<file path="src/core/gpr_regs.svh">
/*
 * Register indices, field positions, reset values and timing counts of the gain ramp engine.
 * Assumes the including file reaches registers at byte address four times the index.
 */
`ifndef GPR_REGS_SVH
`define GPR_REGS_SVH

// ==========================================
// Register indices (byte address = 4 x index)
`define GPR_IDX_GEN 8'h46
`define GPR_IDX_FIXED 8'h99
`define GPR_IDX_COARSE 8'h9A
`define GPR_IDX_SLOPE 8'h9B
`define GPR_IDX_CTRL 8'hA0
`define GPR_IDX_START 8'hA1
`define GPR_IDX_INDEX 8'hA2
`define GPR_IDX_HOLD 8'hA3
`define GPR_IDX_STATUS 8'hA4

// ==========================================
// Writable masks, which are also the read masks
`define GPR_MASK_GEN 32'h0000_4003
`define GPR_MASK_FIXED 32'h0000_000F
`define GPR_MASK_COARSE 32'h0000_003F
`define GPR_MASK_SLOPE 32'h0000_00FF
`define GPR_MASK_CTRL 32'h0000_0007
`define GPR_MASK_START 32'h0000_003F
`define GPR_MASK_INDEX 32'h0000_FFFF
`define GPR_MASK_HOLD 32'h0000_FFFF

// ==========================================
// Field positions
`define GPR_GEN_CLAMP_OFF 14
`define GPR_FIXED_SEL 3
`define GPR_CTRL_UNIFORM 0
`define GPR_CTRL_FINE 1
`define GPR_CTRL_SOFT 2

// ==========================================
// Reset values and gain figures
`define GPR_RST_ALL 32'h0000_0000
`define GPR_RST_SLOPE 32'h0000_0001
`define GPR_COARSE_MAX 6'h24
`define GPR_FINE_TOP 9'h007
`define GPR_STEPS_PER_DB 9'h008
`define GPR_COARSE_MULT 3

`endif

</file>
<file path="src/core/gpr_pkg.sv">
/*
 * Types shared by the gain ramp engine.
 * Assumes nothing of its surroundings.
 */
package gpr_pkg;

  typedef enum logic [2:0] {
    GPR_IDLE,
    GPR_RAMP,
    GPR_HOLD,
    GPR_FALL
  } gpr_state_t;

  typedef logic [8:0] gpr_gain_t;

endpackage

</file>
<file path="src/core/gpr_ramp_engine.sv">
/*
 * Gain sequencer of a multichannel amplifier front end with an AXI4-Lite register slave.
 * Assumes start_pulse and all inputs are synchronous to aclk, the device input clock.
 */
// Notes on behaviour
// - Uniform mode ramps gain up from start level at the slope-count rate.
// - End level is computed, never written.
// - Fine stepping holds each level slope sample periods, then adds 0.125dB.
// - Coarse stepping holds slope times 8 sample periods, then adds 1dB.
// - End level is start plus index difference, plus 0.875dB when fine.
// - Index values only matter through their difference.
// - Only rising ramps; a negative index difference counts as zero.
// - After the ramp, hold for hold time plus one sample periods, then fall 1dB per sample period.
// - Coarse stepping dwells one full step interval at the end level.
// - Fine stepping adds seven fine steps past the coarse end level, then dwells one interval.
// - Fixed-gain select freezes gain at coarse plus fine setting.
// - Coarse word selects -5 to 31dB, codes 0x00 to 0x24.
// - Coarse codes above 0x24 behave as 0x24.
// - Fine word adds 0 to 0.875dB in 0.125dB steps.
// - One cutoff setting applies to all channels: 7.5, 10 or 14MHz.
// - Clamp active after reset; bit 14 of register 70 turns it off.
// - Even and odd channels sampled on alternate input clock edges.
// - Clock buffer enabled unless the negative clock input is grounded.
// - Start pulse is taken on a sampling clock edge.
// - Soft trigger repeats ramp, hold and return until cleared.
// - Gain code maps to -5dB plus code times 0.125dB.
`timescale 1ns/1ps
`default_nettype none
`include "gpr_regs.svh"

module gpr_ramp_engine #(
  parameter int ADDR_W = 12,
  parameter int HOLD_W = 16
) (
  input wire logic aclk,
  input wire logic aresetn,
  input wire logic [ADDR_W-1:0] s_axi_awaddr,
  input wire logic [2:0] s_axi_awprot,
  input wire logic s_axi_awvalid,
  output logic s_axi_awready,
  input wire logic [31:0] s_axi_wdata,
  input wire logic [3:0] s_axi_wstrb,
  input wire logic s_axi_wvalid,
  output logic s_axi_wready,
  output logic [1:0] s_axi_bresp,
  output logic s_axi_bvalid,
  input wire logic s_axi_bready,
  input wire logic [ADDR_W-1:0] s_axi_araddr,
  input wire logic [2:0] s_axi_arprot,
  input wire logic s_axi_arvalid,
  output logic s_axi_arready,
  output logic [31:0] s_axi_rdata,
  output logic [1:0] s_axi_rresp,
  output logic s_axi_rvalid,
  input wire logic s_axi_rready,
  input wire logic start_pulse,
  input wire logic clock_input_negative_grounded,
  output logic [8:0] gain_code,
  output logic engine_busy,
  output logic clamp_enable,
  output logic [1:0] lowpass_cutoff_select,
  output logic clock_buffer_enable,
  output logic even_sample_strobe,
  output logic odd_sample_strobe
);

  // ==========================================
  // Elaboration checks
  generate
    if (ADDR_W < 10 || ADDR_W > 32)
    begin : g_bad_addr
      $error("ADDR_W must lie between 10 and 32");
    end
    if (HOLD_W < 1 || HOLD_W > 16)
    begin : g_bad_hold
      $error("HOLD_W must lie between 1 and 16");
    end
  endgenerate

  localparam int NREG = 8;

  // ==========================================
  // Decoding helpers
  function automatic logic [3:0] slot_of(input logic [ADDR_W-1:0] a);
    logic [7:0] idx;
    idx = a[9:2];
    slot_of = 4'hF;
    if (a[1:0] == 2'b00 && a[ADDR_W-1:10] == '0)
    begin
      unique case (idx)
        `GPR_IDX_GEN: slot_of = 4'h0;
        `GPR_IDX_FIXED: slot_of = 4'h1;
        `GPR_IDX_COARSE: slot_of = 4'h2;
        `GPR_IDX_SLOPE: slot_of = 4'h3;
        `GPR_IDX_CTRL: slot_of = 4'h4;
        `GPR_IDX_START: slot_of = 4'h5;
        `GPR_IDX_INDEX: slot_of = 4'h6;
        `GPR_IDX_HOLD: slot_of = 4'h7;
        `GPR_IDX_STATUS: slot_of = 4'h8;
        default: slot_of = 4'hF;
      endcase
    end
  endfunction

  function automatic logic [31:0] mask_of(input int s);
    unique case (s)
      0: mask_of = `GPR_MASK_GEN;
      1: mask_of = `GPR_MASK_FIXED;
      2: mask_of = `GPR_MASK_COARSE;
      3: mask_of = `GPR_MASK_SLOPE;
      4: mask_of = `GPR_MASK_CTRL;
      5: mask_of = `GPR_MASK_START;
      6: mask_of = `GPR_MASK_INDEX;
      default: mask_of = `GPR_MASK_HOLD;
    endcase
  endfunction

  // Coarse and start codes share one saturation.
  function automatic logic [5:0] sat_code(input logic [5:0] c);
    sat_code = (c > `GPR_COARSE_MAX) ? `GPR_COARSE_MAX : c;
  endfunction

  // ==========================================
  // Register storage and write channel
  logic [31:0] regs_q [NREG];
  logic aw_full_q;
  logic w_full_q;
  logic [ADDR_W-1:0] awaddr_q;
  logic [31:0] wdata_q;
  logic [3:0] wstrb_q;
  logic bvalid_q;
  logic [1:0] bresp_q;
  logic do_write;
  logic [3:0] wslot;
  logic [31:0] wmerge;

  assign s_axi_awready = !aw_full_q && !bvalid_q;
  assign s_axi_wready = !w_full_q && !bvalid_q;
  assign do_write = aw_full_q && w_full_q && !bvalid_q;
  assign wslot = slot_of(awaddr_q);
  assign s_axi_bvalid = bvalid_q;
  assign s_axi_bresp = bresp_q;

  always_comb
  begin
    wmerge = '0;
    for (int b = 0; b < 4; b++)
    begin
      wmerge[b*8 +: 8] = wstrb_q[b] ? wdata_q[b*8 +: 8] : 8'h00;
    end
  end

  always_ff @(posedge aclk)
  begin
    if (!aresetn)
    begin
      aw_full_q <= 1'b0;
      awaddr_q <= '0;
    end
    else if (s_axi_awvalid && s_axi_awready)
    begin
      aw_full_q <= 1'b1;
      awaddr_q <= s_axi_awaddr;
    end
    else if (do_write)
    begin
      aw_full_q <= 1'b0;
    end
  end

  always_ff @(posedge aclk)
  begin
    if (!aresetn)
    begin
      w_full_q <= 1'b0;
      wdata_q <= '0;
      wstrb_q <= '0;
    end
    else if (s_axi_wvalid && s_axi_wready)
    begin
      w_full_q <= 1'b1;
      wdata_q <= s_axi_wdata;
      wstrb_q <= s_axi_wstrb;
    end
    else if (do_write)
    begin
      w_full_q <= 1'b0;
    end
  end

  always_ff @(posedge aclk)
  begin
    if (!aresetn)
    begin
      bvalid_q <= 1'b0;
      bresp_q <= 2'b00;
    end
    else if (do_write)
    begin
      bvalid_q <= 1'b1;
      bresp_q <= (wslot == 4'hF) ? 2'b10 : 2'b00;
    end
    else if (s_axi_bready)
    begin
      bvalid_q <= 1'b0;
    end
  end

  // Partial strobes keep the unstrobed bytes of the old value.
  always_ff @(posedge aclk)
  begin
    for (int i = 0; i < NREG; i++)
    begin
      if (!aresetn)
      begin
        regs_q[i] <= (i == 3) ? `GPR_RST_SLOPE : `GPR_RST_ALL;
      end
      else if (do_write && wslot == i[3:0])
      begin
        regs_q[i] <= ((regs_q[i] & ~{{8{wstrb_q[3]}}, {8{wstrb_q[2]}}, {8{wstrb_q[1]}},
                       {8{wstrb_q[0]}}}) | wmerge) & mask_of(i);
      end
    end
  end

  // ==========================================
  // Field extraction
  logic fixed_sel;
  logic uniform_sel;
  logic fine_step_select;
  logic soft_trigger;
  logic [5:0] start_code;
  logic [7:0] slope;
  logic [7:0] first_index;
  logic [7:0] last_index;
  logic [HOLD_W-1:0] hold_time;

  assign fixed_sel = regs_q[1][`GPR_FIXED_SEL];
  assign uniform_sel = regs_q[4][`GPR_CTRL_UNIFORM];
  assign fine_step_select = regs_q[4][`GPR_CTRL_FINE];
  assign soft_trigger = regs_q[4][`GPR_CTRL_SOFT];
  assign start_code = sat_code(regs_q[5][5:0]);
  assign slope = regs_q[3][7:0];
  assign first_index = regs_q[6][7:0];
  assign last_index = regs_q[6][15:8];
  assign hold_time = regs_q[7][HOLD_W-1:0];
  assign clamp_enable = !regs_q[0][`GPR_GEN_CLAMP_OFF];
  assign lowpass_cutoff_select = (regs_q[0][1:0] == 2'b11) ? 2'b10 : regs_q[0][1:0];
  assign clock_buffer_enable = !clock_input_negative_grounded;

  // ==========================================
  // Channel sampling phase
  logic phase_q;
  logic tick;

  // Each channel pair sees every second input edge, so the engine steps at half rate.
  always_ff @(posedge aclk)
  begin
    if (!aresetn)
    begin
      phase_q <= 1'b0;
      even_sample_strobe <= 1'b0;
      odd_sample_strobe <= 1'b0;
    end
    else
    begin
      phase_q <= !phase_q;
      even_sample_strobe <= !phase_q;
      odd_sample_strobe <= phase_q;
    end
  end

  assign tick = phase_q;

  // ==========================================
  // End level and step interval
  logic [8:0] diff;
  logic [9:0] end_sum;
  gpr_pkg::gpr_gain_t start_g;
  gpr_pkg::gpr_gain_t end_g;
  gpr_pkg::gpr_gain_t step_g;
  logic [15:0] interval;
  logic [7:0] slope_eff;

  always_comb
  begin
    // Index values are never dereferenced; only the span counts.
    diff = (last_index >= first_index) ? ({1'b0, last_index} - {1'b0, first_index})
                                       : 9'h000;
    end_sum = {4'h0, start_code} + {1'b0, diff};
    if (end_sum > {4'h0, `GPR_COARSE_MAX})
    begin
      end_sum = {4'h0, `GPR_COARSE_MAX};
    end
    end_g = {end_sum[5:0], 3'b000} + (fine_step_select ? `GPR_FINE_TOP : 9'h000);
    start_g = {start_code, 3'b000};
    step_g = fine_step_select ? 9'h001 : `GPR_STEPS_PER_DB;
    slope_eff = (slope == 8'h00) ? 8'h01 : slope;
    interval = fine_step_select ? {8'h00, slope_eff}
                                : ({8'h00, slope_eff} << `GPR_COARSE_MULT);
  end

  // ==========================================
  // Start capture
  logic pend_q;
  logic trigger;

  // A pulse that lands between sampling edges is kept until the next one.
  always_ff @(posedge aclk)
  begin
    if (!aresetn)
    begin
      pend_q <= 1'b0;
    end
    else
    begin
      pend_q <= (pend_q || start_pulse) && !tick;
    end
  end

  assign trigger = tick && (pend_q || start_pulse);

  // ==========================================
  // Gain engine
  gpr_pkg::gpr_state_t state_q;
  gpr_pkg::gpr_gain_t eng_g_q;
  logic [15:0] cnt_q;
  logic soft_go;

  assign soft_go = tick && soft_trigger && uniform_sel && state_q == gpr_pkg::GPR_IDLE;

  always_ff @(posedge aclk)
  begin
    if (!aresetn)
    begin
      state_q <= gpr_pkg::GPR_IDLE;
      eng_g_q <= '0;
      cnt_q <= '0;
    end
    else if (fixed_sel || !uniform_sel)
    begin
      state_q <= gpr_pkg::GPR_IDLE;
      eng_g_q <= start_g;
      cnt_q <= '0;
    end
    else if (trigger || soft_go)
    begin
      state_q <= gpr_pkg::GPR_RAMP;
      eng_g_q <= start_g;
      cnt_q <= '0;
    end
    else if (tick)
    begin
      unique case (state_q)
        gpr_pkg::GPR_IDLE:
        begin
          eng_g_q <= start_g;
        end
        gpr_pkg::GPR_RAMP:
        begin
          if (cnt_q >= interval - 16'h0001)
          begin
            cnt_q <= '0;
            // At the top the full interval has already been spent there.
            if (eng_g_q >= end_g)
            begin
              state_q <= gpr_pkg::GPR_HOLD;
            end
            else
            begin
              eng_g_q <= eng_g_q + step_g;
            end
          end
          else
          begin
            cnt_q <= cnt_q + 16'h0001;
          end
        end
        gpr_pkg::GPR_HOLD:
        begin
          if (cnt_q >= {{(16-HOLD_W){1'b0}}, hold_time})
          begin
            cnt_q <= '0;
            state_q <= gpr_pkg::GPR_FALL;
          end
          else
          begin
            cnt_q <= cnt_q + 16'h0001;
          end
        end
        gpr_pkg::GPR_FALL:
        begin
          if (eng_g_q <= start_g + `GPR_STEPS_PER_DB)
          begin
            eng_g_q <= start_g;
            state_q <= gpr_pkg::GPR_IDLE;
          end
          else
          begin
            eng_g_q <= eng_g_q - `GPR_STEPS_PER_DB;
          end
        end
        default:
        begin
          state_q <= gpr_pkg::GPR_IDLE;
        end
      endcase
    end
  end

  // ==========================================
  // Gain output
  gpr_pkg::gpr_gain_t fixed_g;

  assign fixed_g = {sat_code(regs_q[2][5:0]), regs_q[1][2:0]};

  // Gain is registered on every aclk edge; in fixed mode a register write reaches it on any edge.
  always_ff @(posedge aclk)
  begin
    if (!aresetn)
    begin
      gain_code <= '0;
      engine_busy <= 1'b0;
    end
    else
    begin
      gain_code <= fixed_sel ? fixed_g : eng_g_q;
      engine_busy <= state_q != gpr_pkg::GPR_IDLE;
    end
  end

  // ==========================================
  // Read channel
  logic rvalid_q;
  logic [31:0] rdata_q;
  logic [1:0] rresp_q;
  logic [3:0] rslot;

  assign s_axi_arready = !rvalid_q;
  assign s_axi_rvalid = rvalid_q;
  assign s_axi_rdata = rdata_q;
  assign s_axi_rresp = rresp_q;
  assign rslot = slot_of(s_axi_araddr);

  always_ff @(posedge aclk)
  begin
    if (!aresetn)
    begin
      rvalid_q <= 1'b0;
      rdata_q <= '0;
      rresp_q <= 2'b00;
    end
    else if (s_axi_arvalid && s_axi_arready)
    begin
      rvalid_q <= 1'b1;
      rresp_q <= (rslot == 4'hF) ? 2'b10 : 2'b00;
      if (rslot == 4'h8)
      begin
        rdata_q <= {7'h00, end_g, 6'h00, engine_busy, gain_code};
      end
      else if (rslot == 4'hF)
      begin
        rdata_q <= '0;
      end
      else
      begin
        rdata_q <= regs_q[rslot[2:0]];
      end
    end
    else if (s_axi_rready)
    begin
      rvalid_q <= 1'b0;
    end
  end

endmodule
`default_nettype wire

</file>
<file path="config.mk">
export PLATFORM = sky130hd
export DESIGN_NAME = gpr_ramp_engine
export DESIGN_NICKNAME = d
export VERILOG_FILES = /design/src/core/gpr_pkg.sv /design/src/core/gpr_ramp_engine.sv
export VERILOG_INCLUDE_DIRS = /design/src /design/src/core
export SDC_FILE = /design/constraint.sdc
export NUM_CORES = 1
export LEC_CHECK = 0
export BUFFER_PORTS_ARGS = -buffer_cell sky130_fd_sc_hd__buf_2
export CORE_MARGIN = 2
export CORE_UTILIZATION = 40
export CTS_BUF_LIST = sky130_fd_sc_hd__clkbuf_8
export DETAILED_ROUTE_END_ITERATION = 10
export GPL_ROUTABILITY_DRIVEN = 0
export HOLD_SLACK_MARGIN = 0.05
export PLACE_DENSITY = 0.69
export SLEW_MARGIN = 20
export SYNTH_ARGS = -nofsm -noshare
export SYNTH_HDL_FRONTEND = slang
export SYNTH_SLANG_ARGS = --single-unit
</file>
<file path="constraint.sdc">
create_clock -name aclk -period 6.1 [get_ports aclk]
set_input_delay 0.915 -clock aclk [delete_from_list [all_inputs] [get_ports aclk]]
set_output_delay 0.915 -clock aclk [all_outputs]
set_load 0.1 [all_outputs]
</file>
==> impl_metrics.env <==
export IMPL_multi_input_area_um2=6230
export IMPL_yosys_area_share_simple_pct=23.5
export IMPL_synth_ff_type="dfxtp_1"
export IMPL_fp_dieH_um=166
export IMPL_synthXorXnorAreaFrac_pct=3.40
export IMPL_start_util_pct=40.6
export IMPL_drc=0
export IMPL_seq_area_um2=3840
export IMPL_report_final_hold_viol_count=0
export IMPL_slew_headroom_pct=33.1
export IMPL_synth_async_reset_ratio_pct=0
export IMPL_startpoint_type="flop"
export IMPL_finalCriticalPeriod_ns=5.92
export IMPL_n_fill_cell=2594
export IMPL_setup_viol=0
export IMPL_post_drt_wl_per_cell_um=18.0
export IMPL_grt_pass1_vias=8665
export IMPL_core_area_um2=26000
export IMPL_drive_gt1_share_pct=14.6
export IMPL_drv_slew=0
export IMPL_drtPass1Iterations=5
export IMPL_diodes=0
export IMPL_fin_worst_skew_ns=0.0134
export IMPL_crit_fanout=5
export IMPL_synth_seq_cells=161
export IMPL_synth_top_family_by_area="simple AND/OR/NAND/NOR gates"
export IMPL_yosysMostFrequentCell="nand2_1"
export IMPL_grt_util_all_layers_pct=20.8
export IMPL_grt_first_pass_wirelength_mm=46.4
export IMPL_syn_inst=1215
export IMPL_max_freq_mhz=169
export IMPL_grt_max_degree=57
export IMPL_endpoint_kind="flop"
export IMPL_peakVddDrop_v=0.000176
export IMPL_cp_required_ns=6.46
export IMPL_vias_per_cell=5.75
export IMPL_ys_top_cells_by_count="nand2_1 (147), a21oi_1 (123), dfxtp_1 (99), ha_1 (72)"
export IMPL_worstMarginPinSlew_ns=1.00
export IMPL_synth_compound_area_share_pct=20.9
export IMPL_ys_types=97
export IMPL_dp_hpwl_mm=22.2
export IMPL_synthToLayoutAreaGrowth_pct=10.3
export IMPL_drtAntennaViolNets=0
export IMPL_netlist_top_cells_area="dfxtp_1 (19%), edfxtp_1 (18%), ha_1 (8.5%)"
export IMPL_syn_avg_cell_area_um2=8.68
export IMPL_synth_top_area_cell="dfxtp_1"
export IMPL_grt_overflow=0
export IMPL_status="finished, final reports clean"
export IMPL_numCtsBuffers=17
export IMPL_path_class="flop to flop"
export IMPL_port_buffers=98
export IMPL_cts_tree="yes"
export IMPL_synth_mux_area_fraction_pct=1.63
export IMPL_synth_fa_ha_area_share_pct=8.92
export IMPL_powerDensity_nw_per_um2=211
export IMPL_clk_pin_slew_ns=0.09
export IMPL_drt_wl_total_mm=29.3
export IMPL_hold_path_class="flop to flop"
export IMPL_vias=9397
export IMPL_clock_path_buffers=2
export IMPL_root_buffer="clkbuf_8"
export IMPL_drt_iter0_markers=976
export IMPL_rows=59
export IMPL_ctsHtreeMaxLevel=4
export IMPL_nNetsFinal=1434
export IMPL_hold_buffers=0
export IMPL_syn_cell_area_um2=10500
export IMPL_antenna_found_initial=0
export IMPL_cp_arrival_ns=6.29
export IMPL_min_period_over_period_pct=97.1
export IMPL_holdWs_ns=0.459
export IMPL_dieArea_um2=27700
export IMPL_clock_latency_ns=0.47
export IMPL_netlist_area_leader_share_pct=18.8
export IMPL_cap_viol_max_count=0
export IMPL_die_x_um=166
export IMPL_setup_tns_final_ns=0
export IMPL_yosys_warnings=0
export IMPL_ys_seq_area_share_pct=36.4
export IMPL_p_leak_uw=0.00458
export IMPL_io_pins=132
export IMPL_cts_sinks=161
export IMPL_synth_edf_count=62
## critical path, stage by stage (launching register included)
cell,delay (ns)
edfxtp_1,0.40
inv_1,0.14
ha_1,0.26
nor2b_1,0.17
o31a_4,0.32
o31ai_2,0.24
and2_2,0.22
nor2_1,0.06
ha_1,0.23
fa_1,0.42
a21oi_1,0.18
o21ai_0,0.12
xor2_1,0.20
o31ai_1,0.36
or4b_4,0.56
nor2_1,0.12
ha_1,0.23
nand3_1,0.13
nor2_1,0.07
o31a_1,0.27
o31a_1,0.33
nor2_1,0.32
a211oi_1,0.14
o31a_1,0.33
## flip-flops by register name (all words and copies together), names as in the netlist, 9 cells and up
| register | count |
|---|---|
| wdata_q | 16 |
| gain_code | 9 |
| eng_g_q | 9 |
| regs_q | 62 |
| awaddr_q | 12 |
| s_axi_rdata | 23 |
| cnt_q | 16 |
## cell type report
cell class	instances	area share [%]
timing repair buffer	106	4.73
inverter	46	1.48
clock buffer	18	2.13
tap	335	3.60
clock inverter	14	1.44
sequential	161	33.0
multi-input combinational	953	53.6
## power by group
part / switching (uW) / leakage, uW / internal (uW)
Clock: 427 / 0.000217 / 416
Combinational: 279 / 0.00292 / 134
Sequential: 48.9 / 0.00144 / 1150
Total: 755 / 0.00458 / 1700
## metal layers
metal  global-route usage, %  share of wire, %  vias to the layer above
li1                        -                 -                     4495
met3                    3.67               7.9                       64
met5                       0                 0                        -
met2                    32.9                45                      420
met1                    28.8                45                     4418
met4                    6.82               2.8                        0
## final timing paths
path / startpoint / to / slack [ns] / cells after the start
max reg2reg: regs_q[6][1]$_SDFFCE_PN0P_ / eng_g_q[3]$_SDFFE_PN0P_ / 0.18 / 23
min: s_axi_rdata[20]$_SDFFE_PN0P_ / s_axi_rdata[20]$_SDFFE_PN0P_ / 0.46 / 2
max: regs_q[6][1]$_SDFFCE_PN0P_ / eng_g_q[3]$_SDFFE_PN0P_ / 0.18 / 23
min reg2reg: s_axi_rdata[20]$_SDFFE_PN0P_ / s_axi_rdata[20]$_SDFFE_PN0P_ / 0.46 / 2
## stage by stage
step | power [uW] | util (%) | setup slack [ns] | area [um2] | instances
after floorplan | 1530 | - | 0.933 | 10600 | 1227
after global placement | 1620 | 43.1 | 0.469 | 11200 | 1601
after detailed placement | 1630 | 43.1 | 0.373 | 11200 | 1601
after CTS | 2460 | 44.7 | 0.287 | 11600 | 1633
after global routing | 2550 | 44.8 | -0.0368 | 11600 | 1633
final | 2450 | 44.8 | 0.179 | 11600 | 1633
## placed cells by master (no fill, tap or decap), types with 34 or more instances in the layout
cell      synthesis  final
edfxtp_1         62     62
nand2b_1         50     50
nor2b_1          34     34
nand3_1          40     40
inv_1            45     47
nor2_1           71     71
a21oi_1         123    123
ha_1             72     72
buf_2            10     98
nand2_1         147    147
o21ai_0          71     68
dfxtp_1          99     99
## cells by family (layout without fill, tap and decap cells)
kind of cell,count (synthesis),count (layout)
AO/OA/AOI/OAI,341,341
adder cells (fa/ha/maj),74,74
flip-flops,161,161
XOR/XNOR,41,41
multiplexers,17,17
AND/OR/NAND/NOR,466,466
other,2,14
buffers and inverters,113,184
## repair_timing
item / 4_1_cts / 5_1_grt
setup endpoints to repair: 0 / 9
buffers inserted: 0 / 0
gates resized for setup: 0 / 3
Power figures use the tool's default switching activity.
